File: src/inc/sfwg_pkg.sv
`default_nettype none
package sfwg_pkg;

   // ---------------------------------------------------------------
   // Geometry of the array and the secured area
   // ---------------------------------------------------------------
   localparam int SFWG_ADDR_W = 21;
   localparam int SFWG_BLK_LSB = 16;
   localparam int SFWG_BLK_W = 5;
   localparam int SFWG_OTP_BYTES = 64;
   localparam int SFWG_OTP_IDX_W = 6;
   localparam logic [2:0] SFWG_BIT_LAST = 3'h7;
   localparam logic [7:0] SFWG_CNT_MAX = 8'hFF;

   // ---------------------------------------------------------------
   // Opcodes (first byte of a command)
   // ---------------------------------------------------------------
   localparam logic [7:0] OPC_SET_LATCH = 8'h06;
   localparam logic [7:0] OPC_CLR_LATCH = 8'h04;
   localparam logic [7:0] OPC_STATUS_WR = 8'h01;
   localparam logic [7:0] OPC_SMALL_WIPE = 8'h20;
   localparam logic [7:0] OPC_BIG_WIPE = 8'hD8;
   localparam logic [7:0] OPC_WHOLE_WIPE_A = 8'h60;
   localparam logic [7:0] OPC_WHOLE_WIPE_B = 8'hC7;
   localparam logic [7:0] OPC_PAGE_PROG = 8'h02;
   localparam logic [7:0] OPC_CONT_PROG = 8'hAD;
   localparam logic [7:0] OPC_WAKE_SIG = 8'hAB;
   localparam logic [7:0] OPC_SLEEP = 8'hE1;
   localparam logic [7:0] OPC_OTP_ENTER = 8'hE2;
   localparam logic [7:0] OPC_OTP_EXIT = 8'hE3;
   localparam logic [7:0] OPC_SEC_WRITE = 8'hE4;

   // Command lengths in bytes and address byte indices
   localparam logic [7:0] LEN_SINGLE = 8'h01;
   localparam logic [7:0] LEN_STATUS = 8'h02;
   localparam logic [7:0] LEN_ADDR = 8'h04;
   localparam logic [7:0] LEN_PAGE_MIN = 8'h05;
   localparam logic [7:0] LEN_CONT_MIN = 8'h06;
   localparam logic [7:0] IDX_ADDR_HI = 8'h01;
   localparam logic [7:0] IDX_ADDR_MID = 8'h02;
   localparam logic [7:0] IDX_ADDR_LO = 8'h03;

   // ---------------------------------------------------------------
   // Register map and field positions
   // ---------------------------------------------------------------
   localparam logic [7:0] REG_STATUS = 8'h00;
   localparam logic [7:0] REG_CTRL = 8'h04;
   localparam logic [7:0] REG_SECURITY = 8'h08;
   localparam logic [7:0] REG_LAST = 8'h0C;
   localparam logic [1:0] REG_OTP_WIN = 2'h1;
   localparam int ST_WEL_BIT = 1;
   localparam int ST_LVL_LSB = 2;
   localparam int ST_GUARD_BIT = 7;
   localparam int ST_SLEEP_BIT = 8;
   localparam int ST_OTP_BIT = 9;
   localparam int ST_BUSY_BIT = 10;
   localparam int CTRL_QUAD_BIT = 0;
   localparam int CTRL_FLOCK_BIT = 1;
   localparam int SEC_FLOCK_BIT = 0;
   localparam int SEC_CLOCK_BIT = 1;
   localparam int LAST_OPC_LSB = 8;

   // Protected block set per protect level, bit n is block n
   localparam logic [31:0] SFWG_PROT_MASK [16] = '{
      32'h00000000, 32'h80000000, 32'hC0000000, 32'hF0000000,
      32'hFF000000, 32'hFFFF0000, 32'hFFFFFFFF, 32'hFFFFFFFF,
      32'hFFFFFFFF, 32'hFFFFFFFF, 32'h0000FFFF, 32'h00FFFFFF,
      32'h0FFFFFFF, 32'h3FFFFFFF, 32'h7FFFFFFF, 32'hFFFFFFFF};

   // ---------------------------------------------------------------
   // Types
   // ---------------------------------------------------------------
   typedef enum logic [3:0] {
      RJ_NONE, RJ_LENGTH, RJ_SLEEP, RJ_UNKNOWN, RJ_BUSY,
      RJ_LATCH, RJ_PROTECT, RJ_OTP, RJ_PINLOCK, RJ_LOCKED
   } sfwg_rej_e;

   typedef enum logic [2:0] {
      OP_NONE, OP_PAGE, OP_CONT, OP_SMALL, OP_BIG, OP_WHOLE
   } sfwg_op_e;

   typedef struct packed {
      sfwg_op_e kind;
      logic [SFWG_ADDR_W-1:0] addr;
   } sfwg_op_s;

endpackage
`default_nettype wire

File: src/rtl/sfwg_guard.sv
// Functional notes
// - After reset the command machine sits in standby and starts nothing.
// - Contents change only after a whole, accepted command sequence.
// - Commands other than wake must be whole bytes ending on a byte boundary, else rejected.
// - Data or status altering commands need the write latch set first.
// - Write latch clears at reset and after clear, status write, program, erase.
// - In deep sleep only wake or signature read is obeyed.
// - Program and erase into the level-protected region are refused.
// - Levels 0 to 5: none, then top 1, 2, 4, 8, 16 blocks.
// - Levels 10 to 14 protect bottom 16..31 blocks; 6-9 and 15 all.
// - Lock pin with guard bit freezes protect level and guard bit.
// - In four-line read mode the lock pin guard is disabled.
// - A separate 512-bit one-time area holds a unique serial number; here the area resets to all ones with no serial in it.
// - Security bit 0 shows the factory lock of the one-time area.
// - Security write command sets the customer lock, security bit 1.
// - Once locked, the secured area and lock state never change again; reset clears both locks and returns the area to all ones.
// - In secured mode no main array operation is started.
// - Bytes 00-0F hold the factory serial, 10-3F customer data; here no serial is preset and page program can write all 64 bytes.
// - 32 blocks of 64 KB, block index from the address top bits.
// - Write-type commands must end on a byte boundary or are rejected.
//
// Local design decisions: the APB interface to the registers and the address map.
`timescale 1ns/1ps
`default_nettype none
module sfwg_guard
   import sfwg_pkg::*;
(
   input wire logic I_CLK_SYS,
   input wire logic I_RESET_N,
   input wire logic I_PSEL,
   input wire logic I_PENABLE,
   input wire logic I_PWRITE,
   input wire logic [7:0] I_PADDR,
   input wire logic [31:0] I_PWDATA,
   output var logic [31:0] O_PRDATA,
   output var logic O_PREADY,
   output var logic O_PSLVERR,
   input wire logic I_SCLK,
   input wire logic I_CS_N,
   input wire logic I_SI,
   input wire logic I_LOCK_PIN,
   input wire logic I_SEQ_BUSY,
   output var logic O_OP_START,
   output var sfwg_op_s O_OP,
   output var logic O_ARRAY_BLOCK,
   output var logic O_WRITE_LATCH
);

   // ---------------------------------------------------------------
   // Pin synchronisers
   // ---------------------------------------------------------------
   logic [2:0] sclk_sync_reg;
   logic [2:0] cs_sync_reg;
   logic [1:0] si_sync_reg;
   logic [1:0] lock_sync_reg;
   logic sclk_rise;
   logic cs_fall;
   logic cs_rise;

   // Bit 0 feeds only bit 1; edges come from the later stages
   always_ff @(posedge I_CLK_SYS) begin
      sclk_sync_reg <= {sclk_sync_reg[1:0], I_SCLK};
      cs_sync_reg <= {cs_sync_reg[1:0], I_CS_N};
      si_sync_reg <= {si_sync_reg[0], I_SI};
      lock_sync_reg <= {lock_sync_reg[0], I_LOCK_PIN};
   end

   assign sclk_rise = sclk_sync_reg[1] & ~sclk_sync_reg[2];
   assign cs_fall = ~cs_sync_reg[1] & cs_sync_reg[2];
   assign cs_rise = cs_sync_reg[1] & ~cs_sync_reg[2];

   // ---------------------------------------------------------------
   // Command framing
   // ---------------------------------------------------------------
   typedef enum {ST_STANDBY, ST_SHIFT, ST_EVAL} sfwg_state_e;
   sfwg_state_e state_reg;
   logic ev;

   // Standby until select falls; evaluate once when it rises
   always_ff @(posedge I_CLK_SYS) begin
      if (!I_RESET_N) begin
         state_reg <= ST_STANDBY;
      end else begin
         unique case (state_reg)
            ST_STANDBY: if (cs_fall) state_reg <= ST_SHIFT;
            ST_SHIFT: if (cs_rise) state_reg <= ST_EVAL;
            ST_EVAL: state_reg <= ST_STANDBY;
         endcase
      end
   end

   assign ev = (state_reg == ST_EVAL);

   logic [6:0] shift_reg;
   logic [2:0] bit_cnt_reg;
   logic [7:0] byte_cnt_reg;
   logic [7:0] opcode_reg;
   logic [7:0] value_reg;
   logic [SFWG_ADDR_W-1:0] addr_reg;
   logic [SFWG_OTP_IDX_W-1:0] otp_ptr_reg;
   logic [SFWG_OTP_BYTES-1:0][7:0] stage_reg;
   logic [SFWG_OTP_BYTES-1:0] stage_vld_reg;
   logic [7:0] byte_val;

   assign byte_val = {shift_reg, si_sync_reg[1]};

   // Deserialiser; data bytes are only staged, never written here
   always_ff @(posedge I_CLK_SYS) begin
      if (!I_RESET_N) begin
         shift_reg <= '0;
         bit_cnt_reg <= '0;
         byte_cnt_reg <= '0;
         opcode_reg <= '0;
         value_reg <= '0;
         addr_reg <= '0;
         otp_ptr_reg <= '0;
         stage_reg <= '0;
         stage_vld_reg <= '0;
      end else if (cs_fall) begin
         bit_cnt_reg <= '0;
         byte_cnt_reg <= '0;
         stage_vld_reg <= '0;
      end else if (state_reg == ST_SHIFT && sclk_rise) begin
         shift_reg <= byte_val[6:0];
         bit_cnt_reg <= bit_cnt_reg + 3'h1;
         if (bit_cnt_reg == SFWG_BIT_LAST) begin
            if (byte_cnt_reg != SFWG_CNT_MAX) byte_cnt_reg <= byte_cnt_reg + 8'h01;
            if (byte_cnt_reg == '0) opcode_reg <= byte_val;
            if (byte_cnt_reg == IDX_ADDR_HI) begin
               value_reg <= byte_val;
               addr_reg[SFWG_ADDR_W-1:16] <= byte_val[SFWG_ADDR_W-17:0];
            end
            if (byte_cnt_reg == IDX_ADDR_MID) addr_reg[15:8] <= byte_val;
            if (byte_cnt_reg == IDX_ADDR_LO) begin
               addr_reg[7:0] <= byte_val;
               otp_ptr_reg <= byte_val[SFWG_OTP_IDX_W-1:0];
            end
            if (byte_cnt_reg > IDX_ADDR_LO) begin
               stage_reg[otp_ptr_reg] <= byte_val; // Wraps inside the area
               stage_vld_reg[otp_ptr_reg] <= 1'b1;
               otp_ptr_reg <= otp_ptr_reg + 1'b1;
            end
         end
      end
   end

   // ---------------------------------------------------------------
   // Protection state
   // ---------------------------------------------------------------
   logic wel_reg;
   logic sleep_reg;
   logic otp_mode_reg;
   logic [3:0] level_reg;
   logic guard_reg;
   logic quad_reg;
   logic flock_reg;
   logic clock_reg;
   logic [SFWG_OTP_BYTES-1:0][7:0] otp_mem_reg;
   logic pin_lock;
   logic [SFWG_BLK_W-1:0] tgt_blk;
   logic blk_prot;

   assign pin_lock = guard_reg & ~lock_sync_reg[1] & ~quad_reg;
   assign tgt_blk = addr_reg[SFWG_BLK_LSB +: SFWG_BLK_W];
   assign blk_prot = SFWG_PROT_MASK[level_reg][tgt_blk];

   // ---------------------------------------------------------------
   // Command decision
   // ---------------------------------------------------------------
   sfwg_rej_e rej;
   sfwg_op_e op_kind;
   logic [7:0] need_len;
   logic len_is_min;
   logic alters;
   logic known;
   logic is_wake;
   logic len_bad;
   logic acc;

   // Fixed order of checks: framing, sleep, opcode, length, busy, latch, then target
   always_comb begin
      need_len = LEN_SINGLE;
      len_is_min = 1'b0;
      alters = 1'b0;
      known = 1'b1;
      op_kind = OP_NONE;
      case (opcode_reg)
         OPC_SET_LATCH, OPC_CLR_LATCH, OPC_SLEEP, OPC_OTP_ENTER,
         OPC_OTP_EXIT: need_len = LEN_SINGLE;
         OPC_WAKE_SIG: len_is_min = 1'b1; // Signature read may run on
         OPC_SEC_WRITE: alters = 1'b1;
         OPC_STATUS_WR: begin
            need_len = LEN_STATUS;
            alters = 1'b1;
         end
         OPC_WHOLE_WIPE_A, OPC_WHOLE_WIPE_B: begin
            alters = 1'b1;
            op_kind = OP_WHOLE;
         end
         OPC_SMALL_WIPE, OPC_BIG_WIPE: begin
            need_len = LEN_ADDR;
            alters = 1'b1;
            op_kind = (opcode_reg == OPC_SMALL_WIPE) ? OP_SMALL : OP_BIG;
         end
         OPC_PAGE_PROG, OPC_CONT_PROG: begin
            need_len = (opcode_reg == OPC_PAGE_PROG) ? LEN_PAGE_MIN : LEN_CONT_MIN;
            len_is_min = 1'b1;
            alters = 1'b1;
            op_kind = (opcode_reg == OPC_PAGE_PROG) ? OP_PAGE : OP_CONT;
         end
         default: known = 1'b0;
      endcase
      is_wake = (opcode_reg == OPC_WAKE_SIG);
      len_bad = len_is_min ? (byte_cnt_reg < need_len) : (byte_cnt_reg != need_len);
      rej = RJ_NONE;
      if (byte_cnt_reg == '0 || (bit_cnt_reg != '0 && !is_wake)) begin
         rej = RJ_LENGTH;
      end else if (sleep_reg && !is_wake) begin
         rej = RJ_SLEEP;
      end else if (!known) begin
         rej = RJ_UNKNOWN;
      end else if (len_bad) begin
         rej = RJ_LENGTH;
      end else if (alters && I_SEQ_BUSY) begin
         rej = RJ_BUSY;
      end else if (alters && !wel_reg) begin
         rej = RJ_LATCH;
      end else if (otp_mode_reg && op_kind != OP_NONE && op_kind != OP_PAGE) begin
         rej = RJ_OTP;
      end else if (otp_mode_reg && op_kind == OP_PAGE && (flock_reg || clock_reg)) begin
         rej = RJ_LOCKED;
      end else if (opcode_reg == OPC_SEC_WRITE && clock_reg) begin
         rej = RJ_LOCKED;
      end else if (opcode_reg == OPC_STATUS_WR && pin_lock) begin
         rej = RJ_PINLOCK;
      end else if (op_kind == OP_WHOLE && level_reg != '0) begin
         rej = RJ_PROTECT;
      end else if (op_kind != OP_NONE && op_kind != OP_WHOLE && !otp_mode_reg && blk_prot) begin
         rej = RJ_PROTECT;
      end
   end

   assign acc = ev && (rej == RJ_NONE);

   // ---------------------------------------------------------------
   // Write latch, sleep and secured mode
   // ---------------------------------------------------------------
   always_ff @(posedge I_CLK_SYS) begin
      if (!I_RESET_N) begin
         wel_reg <= 1'b0;
         sleep_reg <= 1'b0;
         otp_mode_reg <= 1'b0;
      end else if (acc) begin
         if (opcode_reg == OPC_SET_LATCH) wel_reg <= 1'b1;
         if (opcode_reg == OPC_CLR_LATCH || opcode_reg == OPC_STATUS_WR ||
             op_kind != OP_NONE) wel_reg <= 1'b0;
         if (opcode_reg == OPC_SLEEP) sleep_reg <= 1'b1;
         if (is_wake) sleep_reg <= 1'b0;
         if (opcode_reg == OPC_OTP_ENTER) otp_mode_reg <= 1'b1;
         if (opcode_reg == OPC_OTP_EXIT) otp_mode_reg <= 1'b0;
      end
   end

   // Protect level and guard bit: only an accepted status write moves them
   always_ff @(posedge I_CLK_SYS) begin
      if (!I_RESET_N) begin
         level_reg <= '0;
         guard_reg <= 1'b0;
      end else if (acc && opcode_reg == OPC_STATUS_WR) begin
         level_reg <= value_reg[ST_LVL_LSB +: 4];
         guard_reg <= value_reg[ST_GUARD_BIT];
      end
   end

   // ---------------------------------------------------------------
   // Secured one-time area
   // ---------------------------------------------------------------
   // Programming only clears bits, like a real cell; locks are set-only
   always_ff @(posedge I_CLK_SYS) begin
      if (!I_RESET_N) begin
         clock_reg <= 1'b0;
         otp_mem_reg <= '1; // Erased state; contents not kept over reset
      end else if (acc) begin
         if (opcode_reg == OPC_SEC_WRITE) clock_reg <= 1'b1;
         if (otp_mode_reg && op_kind == OP_PAGE) begin
            for (int i = 0; i < SFWG_OTP_BYTES; i++) begin
               if (stage_vld_reg[i]) otp_mem_reg[i] <= otp_mem_reg[i] & stage_reg[i];
            end
         end
      end
   end

   // ---------------------------------------------------------------
   // Sequencer request
   // ---------------------------------------------------------------
   logic op_start_reg;
   sfwg_op_s op_reg;
   sfwg_rej_e last_rej_reg;
   logic [7:0] last_opc_reg;

   // Refused commands never pulse start, so busy stays clear
   always_ff @(posedge I_CLK_SYS) begin
      if (!I_RESET_N) begin
         op_start_reg <= 1'b0;
         op_reg <= '{kind: OP_NONE, addr: '0};
      end else begin
         op_start_reg <= acc && op_kind != OP_NONE && !otp_mode_reg;
         if (acc && op_kind != OP_NONE && !otp_mode_reg) begin
            op_reg <= '{kind: op_kind, addr: addr_reg};
         end
      end
   end

   // Outcome of the most recent command for software
   always_ff @(posedge I_CLK_SYS) begin
      if (!I_RESET_N) begin
         last_rej_reg <= RJ_NONE;
         last_opc_reg <= '0;
      end else if (ev) begin
         last_rej_reg <= rej;
         last_opc_reg <= opcode_reg;
      end
   end

   // ---------------------------------------------------------------
   // APB slave, one wait state
   // ---------------------------------------------------------------
   logic pready_reg;
   logic pslverr_reg;
   logic [31:0] prdata_reg;
   logic [31:0] rdata_next;
   logic hit;
   logic wr_go;

   // Read mux; the otp window is read-only
   always_comb begin
      rdata_next = '0;
      hit = 1'b1;
      if (I_PADDR[7:6] == REG_OTP_WIN) begin
         rdata_next = otp_mem_reg[{I_PADDR[5:2], 2'h0} +: 4];
      end else begin
         unique case (I_PADDR)
            REG_STATUS: begin
               rdata_next[ST_WEL_BIT] = wel_reg;
               rdata_next[ST_LVL_LSB +: 4] = level_reg;
               rdata_next[ST_GUARD_BIT] = guard_reg;
               rdata_next[ST_SLEEP_BIT] = sleep_reg;
               rdata_next[ST_OTP_BIT] = otp_mode_reg;
               rdata_next[ST_BUSY_BIT] = I_SEQ_BUSY | op_start_reg;
            end
            REG_CTRL: begin
               rdata_next[CTRL_QUAD_BIT] = quad_reg;
               rdata_next[CTRL_FLOCK_BIT] = flock_reg;
            end
            REG_SECURITY: begin
               rdata_next[SEC_FLOCK_BIT] = flock_reg;
               rdata_next[SEC_CLOCK_BIT] = clock_reg;
            end
            REG_LAST: rdata_next = {16'h0000, last_opc_reg, 4'h0, last_rej_reg};
            default: hit = 1'b0;
         endcase
      end
   end

   // Answer in the second access cycle
   always_ff @(posedge I_CLK_SYS) begin
      if (!I_RESET_N) begin
         pready_reg <= 1'b0;
         pslverr_reg <= 1'b0;
         prdata_reg <= '0;
      end else begin
         pready_reg <= I_PSEL & I_PENABLE & ~pready_reg;
         if (I_PSEL && I_PENABLE && !pready_reg) begin
            pslverr_reg <= ~hit;
            prdata_reg <= I_PWRITE ? 32'h00000000 : rdata_next;
         end else begin
            pslverr_reg <= 1'b0;
         end
      end
   end

   assign wr_go = I_PSEL & I_PENABLE & pready_reg & I_PWRITE;

   // Control: quad mode flag and set-only factory lock
   always_ff @(posedge I_CLK_SYS) begin
      if (!I_RESET_N) begin
         quad_reg <= 1'b0;
         flock_reg <= 1'b0;
      end else if (wr_go && I_PADDR == REG_CTRL) begin
         quad_reg <= I_PWDATA[CTRL_QUAD_BIT];
         if (I_PWDATA[CTRL_FLOCK_BIT]) flock_reg <= 1'b1;
      end
   end

   assign O_PRDATA = prdata_reg;
   assign O_PREADY = pready_reg;
   assign O_PSLVERR = pslverr_reg;
   assign O_OP_START = op_start_reg;
   assign O_OP = op_reg;
   assign O_ARRAY_BLOCK = otp_mode_reg;
   assign O_WRITE_LATCH = wel_reg;
endmodule
`default_nettype wire
File: config.mk
export PLATFORM = sky130hd
export DESIGN_NAME = sfwg_guard
export DESIGN_NICKNAME = d
export VERILOG_FILES = /design/src/inc/sfwg_pkg.sv /design/src/rtl/sfwg_guard.sv
export SDC_FILE = /design/constraint.sdc
export NUM_CORES = 2
export LEC_CHECK = 0
export ABC_CLOCK_PERIOD_IN_PS = 4400
export BUFFER_PORTS_ARGS = -buffer_cell sky130_fd_sc_hd__buf_2
export CORE_MARGIN = 5
export CORE_UTILIZATION = 62
export CTS_CLUSTER_SIZE = 30
export DETAILED_ROUTE_END_ITERATION = 6
export PLACE_DENSITY = 0.79
export RECOVER_POWER = 50
export SYNTH_ARGS = -nofsm -noshare
export SYNTH_HDL_FRONTEND = slang
export SYNTH_SLANG_ARGS = --single-unit
File: constraint.sdc
create_clock -name I_CLK_SYS -period 4.4 [get_ports I_CLK_SYS]
set_input_delay 0.44 -clock I_CLK_SYS [delete_from_list [all_inputs] [get_ports I_CLK_SYS]]
set_output_delay 0.44 -clock I_CLK_SYS [all_outputs]
set_load 0.05 [all_outputs]
# Word-level counts from Yosys, hierarchy flattened
# Memory sizes are Yosys's and may differ from the RTL's.
# Cells that the tools add are included.
[classes] addsub=3 n_lt_le_gt_ge=6 n_eq_ne=34 shift=8 n_mux=50 bitwise=85 reduce_logical=130
[ops] operator="8-bit bitwise AND" n=64
[ops] operator="512-bit bitwise mux" n=1
[ops] operator="64-bit by 7-bit variable part select with 4-bit output" n=8
[ops] operator="3-bit AND reduction" n=66
[ops] operator="32-bit two-way mux" n=6
[ops] operator="32-bit one-hot mux with 3 select lines" n=1
[ops] operator="32-bit by 2-bit equality test with 1-bit output, second input constant" n=2
[ops] operator="8-bit equality test, second input constant" n=8
[ops] operator="64-bit bitwise OR" n=1
[ops] operator="8-bit demux with 6-bit select" n=1
[ops] operator="4-bit two-way mux" n=10
[ops] operator="32-bit by 1-bit equality test with 1-bit output, second input constant" n=1
[ops] operator="32-bit by 3-bit equality test with 1-bit output, second input constant" n=1
[ops] operator="32-bit logical NOT" n=1
[ops] operator="8-bit by 2-bit equality test with 1-bit output, second input constant" n=3
[ops] operator="8-bit by 3-bit equality test with 1-bit output, second input constant" n=3
[ops] operator="4-bit AND reduction" n=6
[ops] operator="1-bit logical AND" n=23
[ops] operator="3-bit one-hot mux with 3 select lines" n=2
[ops] operator="8-bit by 1-bit equality test with 1-bit output, second input constant" n=2
[ops] operator="8-bit by 4-bit equality test with 1-bit output, second input constant" n=2
[ops] operator="8-bit logical NOT" n=2
[ops] operator="4-bit one-hot mux with 2 select lines" n=2
[ops] operator="2-bit AND reduction" n=8
[ops] operator="44 further kinds" n=92
[totals] regBits=1273 mem_bits_ro=512 input_bits=50 output_inout_bits=61 word_cells=476 n_memories=1
[memory_table] name="(no name shown)" words=16 width=32 read_ports=1 rd_ports_with_merged_regs=0 write_ports=0 line="sfwg_guard.sv:165" source="assign blk_prot = SFWG_PROT_MASK[level_reg][tgt_blk];"

# Depth between registers and ports, before layout
[depth] word_depth=23 mapped_depth=18 ltp_nobuf=14

# Least setup slack after synthesis
# Ideal clock, no wire load.
[synth_path] path_kind="register to register" startpoint="register opcode_reg[4]" endpoint="register otp_mem_reg[0] (netlist name)" setup_ns=0.138 t_arrival_ns=3.489 required_ns=4.262 slack_ns=0.773 stages_incl_launch_ff=18 n_path_buf=4 synth_period_minus_slack_ns=3.627 path_cell_list="dfxtp_1 -> buf_2 -> or4_4 -> o22ai_2 -> nor2_1 -> a21o_1 -> ha_1 -> nand3_1 -> nor3_1 -> a311o_1 -> o211ai_1 -> nor3_2 -> a2bb2oi_4 -> nor4b_1 -> buf_2 -> buf_2 -> buf_2 -> a32oi_1"
[synth_between] elab_chain_len=22
[synth_lines] element="start, declared" line="sfwg_guard.sv:97" source="logic [7:0] opcode_reg;"
[synth_lines] element="start signal, assigned" line="sfwg_guard.sv:128" source="if (byte_cnt_reg == '0) opcode_reg <= byte_val;"
[synth_lines] element="8-bit by 2-bit equality test with 1-bit output, or another cell as far along" line="sfwg_guard.sv:187, sfwg_guard.sv:206, sfwg_guard.sv:209"
[synth_lines] element="2-bit two-way mux, or another cell as far along" line="sfwg_guard.sv:206, sfwg_guard.sv:209"
[synth_lines] element="3-bit one-hot mux with 3 select lines" line="sfwg_guard.sv:187" source="case (opcode_reg)"
[synth_lines] element="3-bit inequality test or 3-bit nonzero test (tied branches)" line="sfwg_guard.sv:238, sfwg_guard.sv:228"
[synth_lines] element="1-bit logical AND (3 in a row)" line="sfwg_guard.sv:238" source="end else if (op_kind != OP_NONE && op_kind != OP_WHOLE && !otp_mode_reg && blk_prot) begin"
[synth_lines] element="3-bit two-way mux" line="sfwg_guard.sv:238"
[synth_lines] element="3-bit two-way mux" line="sfwg_guard.sv:236" source="end else if (op_kind == OP_WHOLE && level_reg != '0) begin"
[synth_lines] element="4-bit two-way mux" line="sfwg_guard.sv:234" source="end else if (opcode_reg == OPC_STATUS_WR && pin_lock) begin"
[synth_lines] element="[4 not listed]"
[synth_lines] element="4-bit two-way mux" line="sfwg_guard.sv:224" source="end else if (alters && I_SEQ_BUSY) begin"
[synth_lines] element="4-bit two-way mux" line="sfwg_guard.sv:222" source="end else if (len_bad) begin"
[synth_lines] element="4-bit two-way mux" line="sfwg_guard.sv:220" source="end else if (!known) begin"
[synth_lines] element="4-bit two-way mux" line="sfwg_guard.sv:218" source="end else if (sleep_reg && !is_wake) begin"
[synth_lines] element="4-bit two-way mux" line="sfwg_guard.sv:216" source="if (byte_cnt_reg == '0 || (bit_cnt_reg != '0 && !is_wake)) begin"
[synth_lines] element="4-bit logical NOT" line="sfwg_guard.sv:243" source="assign acc = ev && (rej == RJ_NONE);"
[synth_lines] element="1-bit logical AND" line="sfwg_guard.sv:243"
[synth_lines] element="3-bit AND reduction (no source line) *"
[synth_lines] element="end signal, assigned by index" line="sfwg_guard.sv:287" source="if (stage_vld_reg[i]) otp_mem_reg[i] <= otp_mem_reg[i] & stage_reg[i];"
[synth_lines] element="end, declared" line="sfwg_guard.sv:158" source="logic [SFWG_OTP_BYTES-1:0][7:0] otp_mem_reg;"
# Every way passes the cells marked *; elsewhere a longest branch is shown, timed or not.
# A chain may end at the register's enable or synchronous reset.

# Final worst setup path
[layout_path] startpoint="register byte_cnt_reg[3]" endpoint="register stage_reg[116] (netlist name)"
[layout_between] elab_chain_len=2
[layout_lines] element="start, declared" line="sfwg_guard.sv:96" source="logic [7:0] byte_cnt_reg;"
[layout_lines] element="start signal, assigned" line="sfwg_guard.sv:127" source="if (byte_cnt_reg != SFWG_CNT_MAX) byte_cnt_reg <= byte_cnt_reg + 8'h01;"
[layout_lines] element="8-bit by 2-bit greater-than comparator with 1-bit output" line="sfwg_guard.sv:138" source="if (byte_cnt_reg > IDX_ADDR_LO) begin"
[layout_lines] element="4-bit AND reduction (no source line)"
[layout_lines] element="end signal, assigned by index" line="sfwg_guard.sv:139" source="stage_reg[otp_ptr_reg] <= byte_val;"
[layout_lines] element="end, declared" line="sfwg_guard.sv:101" source="logic [SFWG_OTP_BYTES-1:0][7:0] stage_reg;"
# Every way passes these cells.

==> flow_summary_export.csv <==
group,metric,value,unit
critical_path,rr_worst_depth,9,
critical_path,reg2reg_slack,0.11,ns
outcome,violations,"capacitance limit, slew limit",
global_routing,antenna_found_initial,3,
floorplan,num_rows,104,
logic_synthesis,synth_top_cell_area_share,49.2,%
placed_design,place.gp.congestion,0.914,
critical_path,worstSetupPathType,"reg2reg",
routing,dr.pass1.iters,6,
critical_path,cpMostUsedCell,"nor3_1",
critical_path,cp-start-kind,"flop",
routing,avgRoutedWirePerCell,21.2,um
sta,rsz0062_at_grt,"no",
routing,via_per_inst,6.23,
global_routing,track_usage,31.6,%
clock_network,path_clk_slew,0.07,ns
global_routing,grt_pass1_vias,39800,
logic_synthesis,yosysWarnings,0,
logic_synthesis,yosys.area.top_type,"dfxtp_1",
critical_path,cp_max_fo,36,
global_routing,grt_max_degree,170,
placed_design,dp_hpwl,84.7,mm
flow_run,cap_violations,3,
clock_network,post_cts_buffers,0,
routing,routed_wl,142,mm
sta,hold_viol_final,0,
sta,clock_skew,0.0253,ns
routing,ant_nets,0,
logic_synthesis,async_flop_share,0,%
routing,num_vias,41700,
sta,setup_viol,0,
clock_network,clock_sinks,1237,
layout,areaGrowthSynthToFinish,9.68,%
logic_synthesis,netlist_area,50400,um^2
logic_synthesis,ys_types,74,
pwr,p_per_area,399,nW/um^2
floorplan,die_w,295,um
floorplan,core_area,80500,um^2
hold_path,hold_class,"in2reg",
hold_path,min_path_cells,3,
logic_synthesis,synth-edff-count,0,
sta,slew-limit-headroom,-56.1,%
critical_path,cp.required,4.95,ns
placed_design,portBuffers,80,
critical_path,path_cells,"or4_1, nor3_1, clkbuf_1, nor3_1, nand2b_2, clkbuf_2, nor2_1, nand2_1, a21oi_1",
clock_network,cts_tree,"done",
floorplan,start_util,62.5,%
layout,multi_input_area,19800,um^2
clock_network,clockRootBuffer,"clkbuf_16",
sta,fin_tns_setup,0,ns
routing,drc,0,
layout,drive_gt1_share,9.30,%
logic_synthesis,yosys-top-cells-area,"dfxtp_1 49%, a32oi_1 8.9%, inv_1 7.7%",
pwr,power,22.1,mW
logic_synthesis,ys_seq_elements,1237,
clock_network,cts_buffer_depth,3,
pwr,p_leak,22.0,nW
global_routing,overflow,0,
pwr,ir_worst_vdd,0.363,mV
critical_path,cpPeakStageDelay,0.73,ns
floorplan,ios,111,
layout,final_util,68.6,%
layout,seqCellArea,24800,um^2
logic_synthesis,ys.flop_type,"dfxtp_1",
floorplan,dieArea,87100,um^2
sta,slew_viol_final,137,
critical_path,crit_slowest_cell,"clkbuf_1",
floorplan,die_h,295,um
global_routing,grt_pass1_wl,222,mm
logic_synthesis,ys_top_cells_by_count,"1237 x dfxtp_1, 1039 x inv_1, 537 x nand2_1",
logic_synthesis,synthesis.nets,5757,
clock_network,cts_buffers,119,
layout,nets,5588,
logic_synthesis,syn_inst,5689,
clock_network,clk_latency,0.69,ns
routing,drtIter0Drc,4821,
logic_synthesis,seq_area_frac_synth,49.2,%
clock_network,h-tree-depth,3,
sta,period_needed,4.29,ns
logic_synthesis,syn_area_per_cell,8.86,um^2
critical_path,cp-end-kind,"flop",
sta,fmax,233,MHz
layout,nFillCells,6110,
logic_synthesis,synth.most_common_cell,"dfxtp_1",
sta,tightest_slew,2.34,ns
critical_path,crit_arrival,4.84,ns
outcome,status,"finished, violations left",
sta,fin_crit_sh,97.5,%
-- worst max-delay path, delay by kind of cell, from the launching register on --
kind / cells / cell delay [ns]
simple gates: 6 / 2.29
buf+inv: 2 / 1.40
flops: 1 / 0.35
compound gates: 1 / 0.09
-- cell usage in the layout, fill, tap and decap left out, types with 112 or more instances in the layout --
cell type / n
clkbuf_16: 123
dfxtp_1: 1228
mux2i_1: 147
nand2_1: 537
inv_1: 1038
mux4_2: 160
nor2_1: 306
o21ai_0: 437
clkbuf_1: 112
a32oi_1: 513
a21oi_1: 530
-- cells by family (layout without fill, tap and decap cells) --
kind of cell	after synthesis	count (layout)	synth area share, %
mux	310	310	10.1
buf+inv	1542	1474	11.7
simple gates	1007	1007	8.38
flops	1237	1237	49.2
compound gates	1565	1565	20.0
other cells	0	4	0
fa+ha+maj	18	18	0.447
xor+xnor	10	10	0.174
-- worst paths after layout --
kind | startpoint | end
min | I_PADDR[6] | O_PSLVERR$_SDFF_PN0_
max reg2reg | byte_cnt_reg[3]$_SDFFE_PP0P_ | stage_reg[116]$_SDFFE_PN0P_
max | byte_cnt_reg[3]$_SDFFE_PP0P_ | stage_reg[116]$_SDFFE_PN0P_
min reg2reg | si_sync_reg[0]$_DFF_P_ | si_sync_reg[1]$_DFF_P_
-- where the power goes --
part	switching [mW]	internal (mW)
Combinational	0.451	0.171
Sequential	0.0423	11.2
Clock	4.36	5.82
Total	4.86	17.2
-- area by class of cell --
cell class,instances,area share [%]
Antenna cell,4,0.0181
Clock buffer,181,6.40
Clock inverter,41,0.670
Inverter,1039,7.07
Multi-Input combinational cell,2910,35.8
Sequential cell,1237,44.9
Tap cell,1060,2.40
Timing Repair Buffer,213,2.81
-- metrics by stage --
| step | std cells | hold WS [ns] | worst slack, ns | instance area (um^2) |
|---|---|---|---|---|
| floorplan | 5689 | 0.310 | 0.773 | 50400 |
| global placement | 6453 | 0.311 | 0.324 | 51500 |
| detailed placement | 6453 | 0.313 | 0.228 | 51500 |
| CTS | 6681 | 0.112 | 0.185 | 55400 |
| global route | 6681 | 0.147 | 0.00716 | 55200 |
| finish | 6685 | 0.127 | 0.110 | 55300 |
-- repair_timing --
item	in CTS	in global routing
resized for setup	0	2
hold buffers	6	0
setup endpoints to repair	0	375
endpoints found under the hold margin	6	0
-- metal layers --
metal / track usage, % / wire length (um) / part of all wire [%] / vias up
met5: 0 / 40 / 0.028 / -
met4: 11.2 / 5350 / 3.8 / 6
met3: 5.32 / 14100 / 9.9 / 370
met2: 50.4 / 64800 / 46 / 2101
met1: 43.9 / 57700 / 41 / 20200
li1: - / - / - / 19000
Power figures use the tool's default switching activity.
